**config.mk**
```make
export PLATFORM = sky130hd
export DESIGN_NAME = ext_bus_ctrl
export DESIGN_NICKNAME = d
export VERILOG_FILES = /design/src/hw/ext_bus_pkg.sv /design/src/hw/mc_phase_gen.sv /design/src/hw/ext_bus_ctrl.sv
export SDC_FILE = /design/constraint.sdc
export NUM_CORES = 1
export LEC_CHECK = 0
export BUFFER_PORTS_ARGS = -buffer_cell sky130_fd_sc_hd__buf_2
export CORE_MARGIN = 5
export CORE_UTILIZATION = 40
export DETAILED_ROUTE_END_ITERATION = 10
export PLACE_DENSITY = 0.72
export SLEW_MARGIN = 25
export SYNTH_ARGS = -nofsm -noshare
export SYNTH_HDL_FRONTEND = slang
export SYNTH_SLANG_ARGS = --single-unit
```
**constraint.sdc**
```tcl
create_clock -name clk -period 13.3 [get_ports clk]
set_input_delay 1.995 -clock clk [delete_from_list [all_inputs] [get_ports clk]]
set_output_delay 1.995 -clock clk [all_outputs]
set_load 0.02 [all_outputs]
```
**src/hw/ext_bus_pkg.sv**
```systemverilog
// constants shared by the external bus strobe and port pin logic
package ext_bus_pkg;
    localparam int        PHASE_W       = 4;
    localparam logic [3:0] PH_FIRST     = 4'h0;
    localparam logic [3:0] PH_HALF      = 4'h6;
    localparam logic [3:0] PH_LAST      = 4'hB;
    localparam logic [3:0] PH_LAST_X2   = 4'hA;
    localparam logic [3:0] HP_LAST      = 4'h5;
    localparam logic [3:0] HP_LAST_X2   = 4'h4;
    localparam logic [3:0] STEP_STD     = 4'h1;
    localparam logic [3:0] STEP_X2      = 4'h2;
    localparam logic [3:0] ALE_HP_END   = 4'h2;
    localparam logic [3:0] PROGRAM_STORE_STROBE_HP_BEG  = 4'h3;
    localparam logic [3:0] STRB_BEG     = 4'h6;
    localparam logic [3:0] STRB_END     = 4'hA;
    localparam int        PC_W          = 16;
    localparam logic [15:0] PC_EXT_BASE = 16'h8000;
    localparam int        RST_HOLD_MC   = 2;
    localparam logic [7:0] LATCH8_RST   = 8'hFF;
    localparam logic [1:0] LATCH2_RST   = 2'h3;
    localparam logic [7:0] DRIVE_ALL    = 8'hFF;
    localparam logic [7:0] DRIVE_NONE   = 8'h00;
    localparam int        P3_RXD        = 0;
    localparam int        P3_TXD        = 1;
    localparam int        P3_IRQ0       = 2;
    localparam int        P3_IRQ1       = 3;
    localparam int        P3_CNT0       = 4;
    localparam int        P3_CNT1       = 5;
    localparam int        P3_WR         = 6;
    localparam int        P3_RD         = 7;

    typedef enum logic [1:0] {
        ACC_IDLE = 2'b00,
        ACC_PEND = 2'b01,
        ACC_RUN  = 2'b10
    } acc_state_e;
endpackage

```
**src/hw/mc_phase_gen.sv**
```systemverilog
// machine cycle phase counter, twelve or six oscillator periods
`timescale 1ns/10ps
`default_nettype none
module mc_phase_gen (
    input  wire logic                           clk,
    input  wire logic                           sys_rst,
    input  wire logic                           double_speed_mode,
    output logic [ext_bus_pkg::PHASE_W-1:0]     phase_ff,
    output logic [ext_bus_pkg::PHASE_W-1:0]     half_phase,
    output logic                                mc_last
);
    import ext_bus_pkg::*;

    logic [PHASE_W-1:0] nxt_phase;
    logic [PHASE_W-1:0] step;

    // double speed walks the same twelve phases two at a time
    assign step       = double_speed_mode ? STEP_X2 : STEP_STD;
    assign mc_last    = double_speed_mode ? (phase_ff >= PH_LAST_X2) : (phase_ff == PH_LAST);
    assign half_phase = (phase_ff >= PH_HALF) ? phase_ff - PH_HALF : phase_ff;
    assign nxt_phase  = mc_last ? PH_FIRST : phase_ff + step;

    always_ff @(posedge clk or posedge sys_rst) begin
        if (sys_rst) begin
            phase_ff <= PH_FIRST;
        end else begin
            phase_ff <= nxt_phase;
        end
    end
endmodule // mc_phase_gen
`default_nettype wire

```
**src/hw/ext_bus_ctrl.sv**
```systemverilog
// external bus strobes, address/data ports and port three/four pins
//
// Behaviour
// - port three: eight quasi-bidirectional lines, latch one lets pin be read
// - bit 0 is serial receive input, or serial data line in sync mode
// - bit 1 is serial transmit data, or shift clock in sync mode
// - bits 2 and 3 are external interrupts and timer gate inputs
// - bits 4 and 5 are timer zero and one count inputs
// - bit 6 drives the external data write strobe
// - bit 7 drives the external data read strobe
// - port four: two quasi-bidirectional lines with pull-ups
// - reset pin high for two machine cycles resets the device
// - address latch pulse lets outside logic capture low address
// - latch pulse every six periods, three in double speed, one omitted per data access
// - software may stop latch pulses while running internal flash
// - program-store strobe asserts twice per machine cycle on external fetch
// - two program-store strobes are skipped per external data access
// - program-store strobe stays idle on internal fetch
// - access pin high: internal below 8000H, external above
// - access pin low: every fetch external
// - port zero multiplexes low address and data
// - port two gives high address on external fetch and pointer data access
// - port two keeps its latch on eight-bit indirect data access
// - reset sets all port latches to one
`timescale 1ns/10ps
`default_nettype none
module ext_bus_ctrl #(
    parameter int RST_HOLD = ext_bus_pkg::RST_HOLD_MC
) (
    input  wire logic                        clk,
    input  wire logic                        sys_rst,
    input  wire logic                        reset_pin,
    output logic                             device_reset_ff,
    input  wire logic                        double_speed_mode,
    input  wire logic                        external_fetch_select,
    input  wire logic                        ale_disable,
    input  wire logic [ext_bus_pkg::PC_W-1:0] pc,
    output logic [7:0]                       fetch_data_ff,
    output logic                             fetch_valid_ff,
    input  wire logic                        xdata_req,
    input  wire logic                        xdata_wr,
    input  wire logic                        xdata_use_data_pointer_pair,
    input  wire logic [ext_bus_pkg::PC_W-1:0] xdata_addr,
    input  wire logic [7:0]                  xdata_wdata,
    output logic [7:0]                       xdata_rdata_ff,
    output logic                             xdata_done_ff,
    input  wire logic                        port_zero_wr,
    input  wire logic [7:0]                  port_zero_din,
    input  wire logic                        high_addr_wr,
    input  wire logic [7:0]                  high_addr_din,
    input  wire logic                        port_three_wr,
    input  wire logic [7:0]                  port_three_din,
    input  wire logic                        port_four_wr,
    input  wire logic [1:0]                  port_four_din,
    output logic [7:0]                       port_zero_latch_ff,
    output logic [7:0]                       high_address_port_latch_ff,
    output logic [7:0]                       port_three_latch_ff,
    output logic [1:0]                       port_four_latch_ff,
    input  wire logic                        serial_sync_mode,
    input  wire logic                        serial_tx_enable,
    input  wire logic                        serial_tx_data,
    input  wire logic                        serial_sync_data_out,
    output logic                             serial_rx_data_ff,
    output logic                             ext_irq_zero_pin_ff,
    output logic                             ext_irq_one_pin_ff,
    output logic                             counter_zero_input_ff,
    output logic                             counter_one_input_ff,
    output logic                             address_latch_ff,
    output logic                             program_store_strobe_n_ff,
    input  wire logic [7:0]                  p0_pin_in,
    output logic [7:0]                       p0_pin_out_ff,
    output logic [7:0]                       p0_pin_oe_ff,
    input  wire logic [7:0]                  p2_pin_in,
    output logic [7:0]                       p2_pin_out_ff,
    output logic [7:0]                       p2_pin_oe_ff,
    input  wire logic [7:0]                  p3_pin_in,
    output logic [7:0]                       p3_pin_out_ff,
    output logic [7:0]                       p3_pin_oe_ff,
    output logic [7:0]                       p3_pin_ff,
    input  wire logic [1:0]                  p4_pin_in,
    output logic [1:0]                       p4_pin_out_ff,
    output logic [1:0]                       p4_pin_oe_ff,
    output logic [1:0]                       p4_pin_ff
);
    import ext_bus_pkg::*;

    if (RST_HOLD < 1 || RST_HOLD > 3) begin : g_bad_hold
        $error("RST_HOLD must be 1 to 3 machine cycles");
    end

    logic [PHASE_W-1:0] phase_ff;
    logic [PHASE_W-1:0] half_phase;
    logic               mc_last;

    mc_phase_gen u_phase (
        .clk               (clk),
        .sys_rst           (sys_rst),
        .double_speed_mode (double_speed_mode),
        .phase_ff          (phase_ff),
        .half_phase        (half_phase),
        .mc_last           (mc_last)
    );

    // data access request, held until the next machine cycle boundary
    acc_state_e  acc_state_ff;
    acc_state_e  nxt_acc_state;
    logic        acc_wr_ff;
    logic        acc_data_pointer_pair_ff;
    logic [15:0] acc_addr_ff;
    logic [7:0]  acc_wdata_ff;
    logic [1:0]  rst_cnt_ff;
    logic [1:0]  nxt_rst_cnt;

    wire acc_idle  = (acc_state_ff == ACC_IDLE);
    wire acc_run   = (acc_state_ff == ACC_RUN);
    wire take_req  = acc_idle && xdata_req;
    wire acc_high  = acc_run && (phase_ff >= PH_HALF);

    always_comb begin
        case (acc_state_ff)
            ACC_IDLE: nxt_acc_state = xdata_req ? ACC_PEND : ACC_IDLE;
            ACC_PEND: nxt_acc_state = mc_last ? ACC_RUN : ACC_PEND;
            ACC_RUN:  nxt_acc_state = mc_last ? ACC_IDLE : ACC_RUN;
            default:  nxt_acc_state = ACC_IDLE;
        endcase
    end

    // fetch source select
    wire ext_fetch   = !external_fetch_select || (pc >= PC_EXT_BASE);
    wire fetch_cycle = ext_fetch && !acc_run;

    // latch pulse in the first two periods of each half cycle, only the first period in double speed
    wire ale_sw_off  = ale_disable && external_fetch_select && !ext_fetch && !acc_run;
    wire nxt_ale     = (half_phase < ALE_HP_END) && !acc_high && !ale_sw_off;
    // strobe low in the back half of each half cycle, none in a data access
    wire nxt_program_store_strobe_n  = !(fetch_cycle && (half_phase >= PROGRAM_STORE_STROBE_HP_BEG));

    // read/write strobe window inside the access cycle
    wire strobe      = acc_run && (phase_ff >= STRB_BEG) && (phase_ff <= STRB_END);
    wire nxt_rd_n    = !(strobe && !acc_wr_ff);
    wire nxt_wr_n    = !(strobe && acc_wr_ff);

    // port zero: low address, then write data or float for read
    wire p0_addr_drv = acc_run ? (phase_ff < PH_HALF) : (fetch_cycle && (half_phase < PROGRAM_STORE_STROBE_HP_BEG));
    wire p0_data_drv = acc_high && acc_wr_ff;
    wire p0_bus_mode = acc_run || ext_fetch;
    wire [7:0] p0_addr    = acc_run ? acc_addr_ff[7:0] : pc[7:0];
    wire [7:0] nxt_p0_out = p0_bus_mode ? (p0_data_drv ? acc_wdata_ff : p0_addr) : port_zero_latch_ff;
    // open drain outside bus cycles: only a zero is driven
    wire [7:0] nxt_p0_oe  = p0_bus_mode ? ((p0_addr_drv || p0_data_drv) ? DRIVE_ALL : DRIVE_NONE)
                                        : ~port_zero_latch_ff;

    // port two: high address, or its own latch for indirect access
    wire p2_addr_mode     = acc_run ? acc_data_pointer_pair_ff : ext_fetch;
    wire [7:0] p2_addr    = acc_run ? acc_addr_ff[15:8] : pc[15:8];
    wire [7:0] nxt_p2_out = p2_addr_mode ? p2_addr : high_address_port_latch_ff;
    wire [7:0] nxt_p2_oe  = p2_addr_mode ? DRIVE_ALL : ~high_address_port_latch_ff;

    // port three alternate outputs; input-only functions leave a one
    logic [7:0] p3_alt;
    logic [7:0] nxt_p3_out;
    genvar gi;
    for (gi = 0; gi < 8; gi++) begin : g_p3
        if (gi == P3_RXD) begin : g_rxd
            assign p3_alt[gi] = serial_sync_mode ? serial_sync_data_out : 1'b1;
        end else if (gi == P3_RD) begin : g_rd
            assign p3_alt[gi] = nxt_rd_n;
        end else begin : g_in
            assign p3_alt[gi] = 1'b1;
        end
        if (gi == P3_TXD) begin : g_txd
            // transmit overrides the latch while the serial unit owns it
            assign nxt_p3_out[gi] = serial_tx_enable ? serial_tx_data : port_three_latch_ff[gi];
        end else if (gi == P3_WR) begin : g_wr
            // write strobe works whatever the latch holds
            assign nxt_p3_out[gi] = acc_run ? nxt_wr_n : port_three_latch_ff[gi];
        end else begin : g_and
            assign nxt_p3_out[gi] = port_three_latch_ff[gi] & p3_alt[gi];
        end
    end

    // reset pin counted in whole machine cycles
    assign nxt_rst_cnt = !reset_pin ? 2'h0
                       : (mc_last && (rst_cnt_ff < RST_HOLD[1:0])) ? rst_cnt_ff + 2'h1 : rst_cnt_ff;
    wire latch_rst = device_reset_ff;

    always_ff @(posedge clk or posedge sys_rst) begin
        if (sys_rst) begin
            rst_cnt_ff      <= 2'h0;
            device_reset_ff <= 1'b0;
        end else begin
            rst_cnt_ff      <= nxt_rst_cnt;
            device_reset_ff <= reset_pin && (rst_cnt_ff == RST_HOLD[1:0]);
        end
    end

    always_ff @(posedge clk or posedge sys_rst) begin
        if (sys_rst) begin
            acc_state_ff <= ACC_IDLE;
            acc_wr_ff    <= 1'b0;
            acc_data_pointer_pair_ff  <= 1'b0;
            acc_addr_ff  <= 16'h0000;
            acc_wdata_ff <= 8'h00;
        end else begin
            acc_state_ff <= nxt_acc_state;
            if (take_req) begin
                acc_wr_ff    <= xdata_wr;
                acc_data_pointer_pair_ff  <= xdata_use_data_pointer_pair;
                acc_addr_ff  <= xdata_addr;
                acc_wdata_ff <= xdata_wdata;
            end
        end
    end

    // port latches, set to all ones by either reset
    always_ff @(posedge clk or posedge sys_rst) begin
        if (sys_rst) begin
            port_zero_latch_ff         <= LATCH8_RST;
            high_address_port_latch_ff <= LATCH8_RST;
            port_three_latch_ff        <= LATCH8_RST;
            port_four_latch_ff         <= LATCH2_RST;
        end else if (latch_rst) begin
            port_zero_latch_ff         <= LATCH8_RST;
            high_address_port_latch_ff <= LATCH8_RST;
            port_three_latch_ff        <= LATCH8_RST;
            port_four_latch_ff         <= LATCH2_RST;
        end else begin
            if (port_zero_wr)  port_zero_latch_ff         <= port_zero_din;
            if (high_addr_wr)  high_address_port_latch_ff <= high_addr_din;
            if (port_three_wr) port_three_latch_ff        <= port_three_din;
            if (port_four_wr)  port_four_latch_ff         <= port_four_din;
        end
    end

    // strobes and pins, all registered
    always_ff @(posedge clk or posedge sys_rst) begin
        if (sys_rst) begin
            address_latch_ff          <= 1'b0;
            program_store_strobe_n_ff <= 1'b1;
            p0_pin_out_ff             <= LATCH8_RST;
            p0_pin_oe_ff              <= DRIVE_NONE;
            p2_pin_out_ff             <= LATCH8_RST;
            p2_pin_oe_ff              <= DRIVE_NONE;
            p3_pin_out_ff             <= LATCH8_RST;
            p3_pin_oe_ff              <= DRIVE_NONE;
            p4_pin_out_ff             <= LATCH2_RST;
            p4_pin_oe_ff              <= 2'h0;
        end else begin
            address_latch_ff          <= nxt_ale;
            program_store_strobe_n_ff <= nxt_program_store_strobe_n;
            p0_pin_out_ff             <= nxt_p0_out;
            p0_pin_oe_ff              <= nxt_p0_oe;
            p2_pin_out_ff             <= nxt_p2_out;
            p2_pin_oe_ff              <= nxt_p2_oe;
            p3_pin_out_ff             <= nxt_p3_out;
            p3_pin_oe_ff              <= ~nxt_p3_out;
            p4_pin_out_ff             <= port_four_latch_ff;
            p4_pin_oe_ff              <= ~port_four_latch_ff;
        end
    end

    // pin reads and alternate inputs; one stage of sampling
    always_ff @(posedge clk or posedge sys_rst) begin
        if (sys_rst) begin
            p3_pin_ff             <= LATCH8_RST;
            p4_pin_ff             <= LATCH2_RST;
            serial_rx_data_ff     <= 1'b1;
            ext_irq_zero_pin_ff   <= 1'b1;
            ext_irq_one_pin_ff    <= 1'b1;
            counter_zero_input_ff <= 1'b1;
            counter_one_input_ff  <= 1'b1;
        end else begin
            p3_pin_ff             <= p3_pin_in;
            p4_pin_ff             <= p4_pin_in;
            serial_rx_data_ff     <= p3_pin_in[P3_RXD];
            ext_irq_zero_pin_ff   <= p3_pin_in[P3_IRQ0];
            ext_irq_one_pin_ff    <= p3_pin_in[P3_IRQ1];
            counter_zero_input_ff <= p3_pin_in[P3_CNT0];
            counter_one_input_ff  <= p3_pin_in[P3_CNT1];
        end
    end

    // fetched byte taken while the strobe is still low
    // last clock of a strobe: in double speed the strobe is only one clock wide
    wire fetch_take = !program_store_strobe_n_ff && nxt_program_store_strobe_n;
    always_ff @(posedge clk or posedge sys_rst) begin
        if (sys_rst) begin
            fetch_data_ff  <= 8'h00;
            fetch_valid_ff <= 1'b0;
            xdata_rdata_ff <= 8'h00;
            xdata_done_ff  <= 1'b0;
        end else begin
            fetch_valid_ff <= fetch_take;
            if (fetch_take) fetch_data_ff <= p0_pin_in;
            xdata_done_ff  <= acc_run && mc_last;
            if (acc_run && mc_last && !acc_wr_ff) xdata_rdata_ff <= p0_pin_in;
        end
    end
endmodule // ext_bus_ctrl
`default_nettype wire

```
==> run_results.csv <==
group,metric,value,unit
clock_tree,post_cts_buffers,0,
die,ioPinCount,223,
logic_synthesis,synthSimpleGateAreaFrac,0.06346,
clock_tree,cts-resized-gates,0,
drt,drt_first_iter_violations,95,
clock_tree,clockBufferDepth,2,
cells_and_area,largest_register,"acc_addr_ff",
logic_synthesis,synthFlopType,"dfrtp_1",
critical_path,cp-start-kind,"primary input",
grt,met1_usage,0.1979,
grt,grt_pass1_vias,4105,
drt,viasPerCell,4.757,
min_path,min_path_type,"reg2reg",
clock_tree,cts_hold_buf,0,
logic_synthesis,synth_fa_ha_area_frac,0.01035,
die,num_rows,43,
die,die-area,16360,um2
clock_tree,clk_pin_slew,60,ps
timing,finalHoldViolations,0,
drt,routed_wl,13250,um
logic_synthesis,async_flop_share,1.000,
cells_and_area,largest_reg_flops,16,
critical_path,path_common_cell,"nand2b_1",
die,die-width,127.9,um
logic_synthesis,synth_edf_count,0,
logic_synthesis,yosys_warnings,0,
timing,slew_headroom,0.3703,
cells_and_area,antennaDiodeCount,0,
grt,track_usage,0.1640,
timing,finalCritPeriodShare,0.2661,
critical_path,slowest_stage,"nand2b_1",
critical_path,critPathCaptureType,"flip-flop",
place,gp_congestion,0.7785,
timing,rsz0062_at_grt,"false",
critical_path,critPathMaxStageDelay,780,ps
power,power.density,220.8,nW/um2
timing,fin_tns_setup,0,ps
clock_tree,cts_buffers,17,
power,ir_drop,0.1019,mV
timing,max_freq,282.6,MHz
grt,grt_busiest_layer,"met2",
timing,tightest_slew,944.6,ps
grt,grt_max_degree,94,
timing,setup_viol,0,
logic_synthesis,synth_area,5560,um2
cells_and_area,area_growth,32.22,%
cells_and_area,drive_gt1_frac,0.5817,
critical_path,path_cells,"buf_2, nand2b_1, nand2b_1, o21ai_1, o22ai_1",
run,cap_violations,0,
logic_synthesis,ys_seq_area_frac,0.6577,
logic_synthesis,synth_xor_area_frac,0.003150,
grt,grt_pass1_wl,20980,um
timing,finClkSkew,7.313,ps
logic_synthesis,syn-instance-count,404,
die,start_util,0.4037,
critical_path,worstSetupPathType,"in2reg",
power,p_leak,3.550,nW
cells_and_area,layout_commonest_cell,"buf_2",
cells_and_area,mostFrequentLayoutCells,"buf_2 (214), dfrtp_1 (80), dfstp_2 (63), mux2_2 (41), nand2_1 (37)",
drt,routedWlPerCell,16.48,um
logic_synthesis,synth_compound_area_frac,0.06706,
power,total_power,1.623,mW
critical_path,worstPathArrival,3840,ps
place,dp_hpwl,9798,um
logic_synthesis,synth.avg_cell_area,13.76,um2
clock_tree,worstSkewPairLatency,410,ps
clock_tree,clock_sinks,143,
logic_synthesis,synth_top_family_by_area,"multiplexers",
drt,drc,0,
logic_synthesis,synthMuxAreaShare,0.1539,
drt,antenna_left,0,
clock_tree,cts_tree,"done",
timing,maxSlewViolCount,0,
logic_synthesis,ys_types,47,
cells_and_area,final_nets,724,
place,port_buffers,214,
grt,gr-usage-met2,0.2782,
grt,antenna_found_initial,1,
timing,finalCriticalPeriod,3539,ps
clock_tree,htree_num_levels,4,
critical_path,critical_path_required,13600,ps
grt,grt_use_met3,0.05792,
logic_synthesis,ys_ff_latch,143,
die,fp.coreArea,13770,um2
run_status,outcome,"complete, no violations",
die,die_h,127.9,um
drt,dr.pass1.iters,4,
drt,num_vias,3825,
clock_tree,clockRootBuffer,"clkbuf_16",
grt,grt.overflow.total,0,
critical_path,cp_max_fo,25,
logic_synthesis,syn-num-nets,517,
[cell usage after synthesis, types with 3 or more instances]
master / number / area share
a21oi_1: 3 / 0.0027
a311oi_1: 8 / 0.013
and2_1: 5 / 0.0056
buf_2: 11 / 0.0099
buf_4: 10 / 0.014
clkbuf_1: 4 / 0.0027
dfrtp_1: 80 / 0.36
dfstp_2: 63 / 0.30
ha_1: 3 / 0.0068
inv_1: 19 / 0.013
mux2_2: 41 / 0.083
mux2i_1: 36 / 0.065
nand2_1: 37 / 0.025
nand2b_1: 3 / 0.0034
nor2_1: 21 / 0.014
nor2b_1: 4 / 0.0045
o211ai_1: 6 / 0.0081
o21ai_0: 10 / 0.0090
o22ai_1: 8 / 0.0090
[worst max-delay path, delay by kind of cell]
family	cells	cell delay, ps
and+or+nand+nor	2	1060
AOI/OAI and AO/OA	2	690
buffers and inverters	1	80
[logic make-up (layout without fill, tap and decap cells)]
family          Yosys count  count (layout)
compound gates           51              51
xor+xnor                  2               2
fa+ha+maj                 4               4
buf+inv                  48             268
flops                   143             143
mux                      79              79
simple gates             77              77
[power breakdown]
group / internal [mW] / switching [mW] / leakage [nW]
sequential: 0.587 / 0.0778 / 1.61
combinational: 0.198 / 0.262 / 1.63
clock: 0.319 / 0.179 / 0.308
total: 1.10 / 0.519 / 3.55
[worst paths after layout]
path	from	to	slack (ps)	cells after the start
max in group asynchronous	sys_rst	acc_addr_ff[0]$_DFFE_PP0P_	10390	3
worst max register to register	acc_state_ff[0]$_DFF_PP0_	p0_pin_oe_ff[3]$_DFF_PP0_	10810	4
worst min register to register	port_three_latch_ff[4]$_DFFE_PP1P_	p3_pin_out_ff[4]$_DFF_PP1_	370	0
worst min-delay path	port_three_latch_ff[4]$_DFFE_PP1P_	p3_pin_out_ff[4]$_DFF_PP1_	370	0
worst max-delay path	pc[15]	p0_pin_oe_ff[3]$_DFF_PP0_	9760	5
min in group asynchronous	sys_rst	p2_pin_oe_ff[7]$_DFF_PP0_	1750	2
[metrics by stage]
stage / hold WS, ps / setup slack (ps) / util / cell area, um2 / cells
after floorplan: 360.8 / 7571 / - / 5560 / 404
after global placement: 364.0 / 9395 / 0.4877 / 6718 / 772
after detailed placement: 365.4 / 9315 / 0.4877 / 6718 / 772
after CTS: 374.7 / 9750 / 0.5338 / 7352 / 804
after global routing: 380.6 / 9612 / 0.5338 / 7352 / 804
final: 374.7 / 9761 / 0.5338 / 7352 / 804
[cell type report]
class / instances / area [um2]
inverter: 20 / 80.08
clock inverter: 11 / 151.4
multi-input combinational: 213 / 1669
clock buffer: 21 / 483.0
fill: 1207 / 6421
timing repair buffer: 216 / 1086
sequential: 143 / 3657
tap: 180 / 225.2
[routing by layer]
layer | part of all wire | vias to the layer above
li1 | - | 1784
met1 | 0.40 | 1906
met2 | 0.52 | 122
met3 | 0.070 | 11
met4 | 0.0073 | 2
met5 | 0.00053 | -
Note: power is estimated with default switching activity, not from simulation.
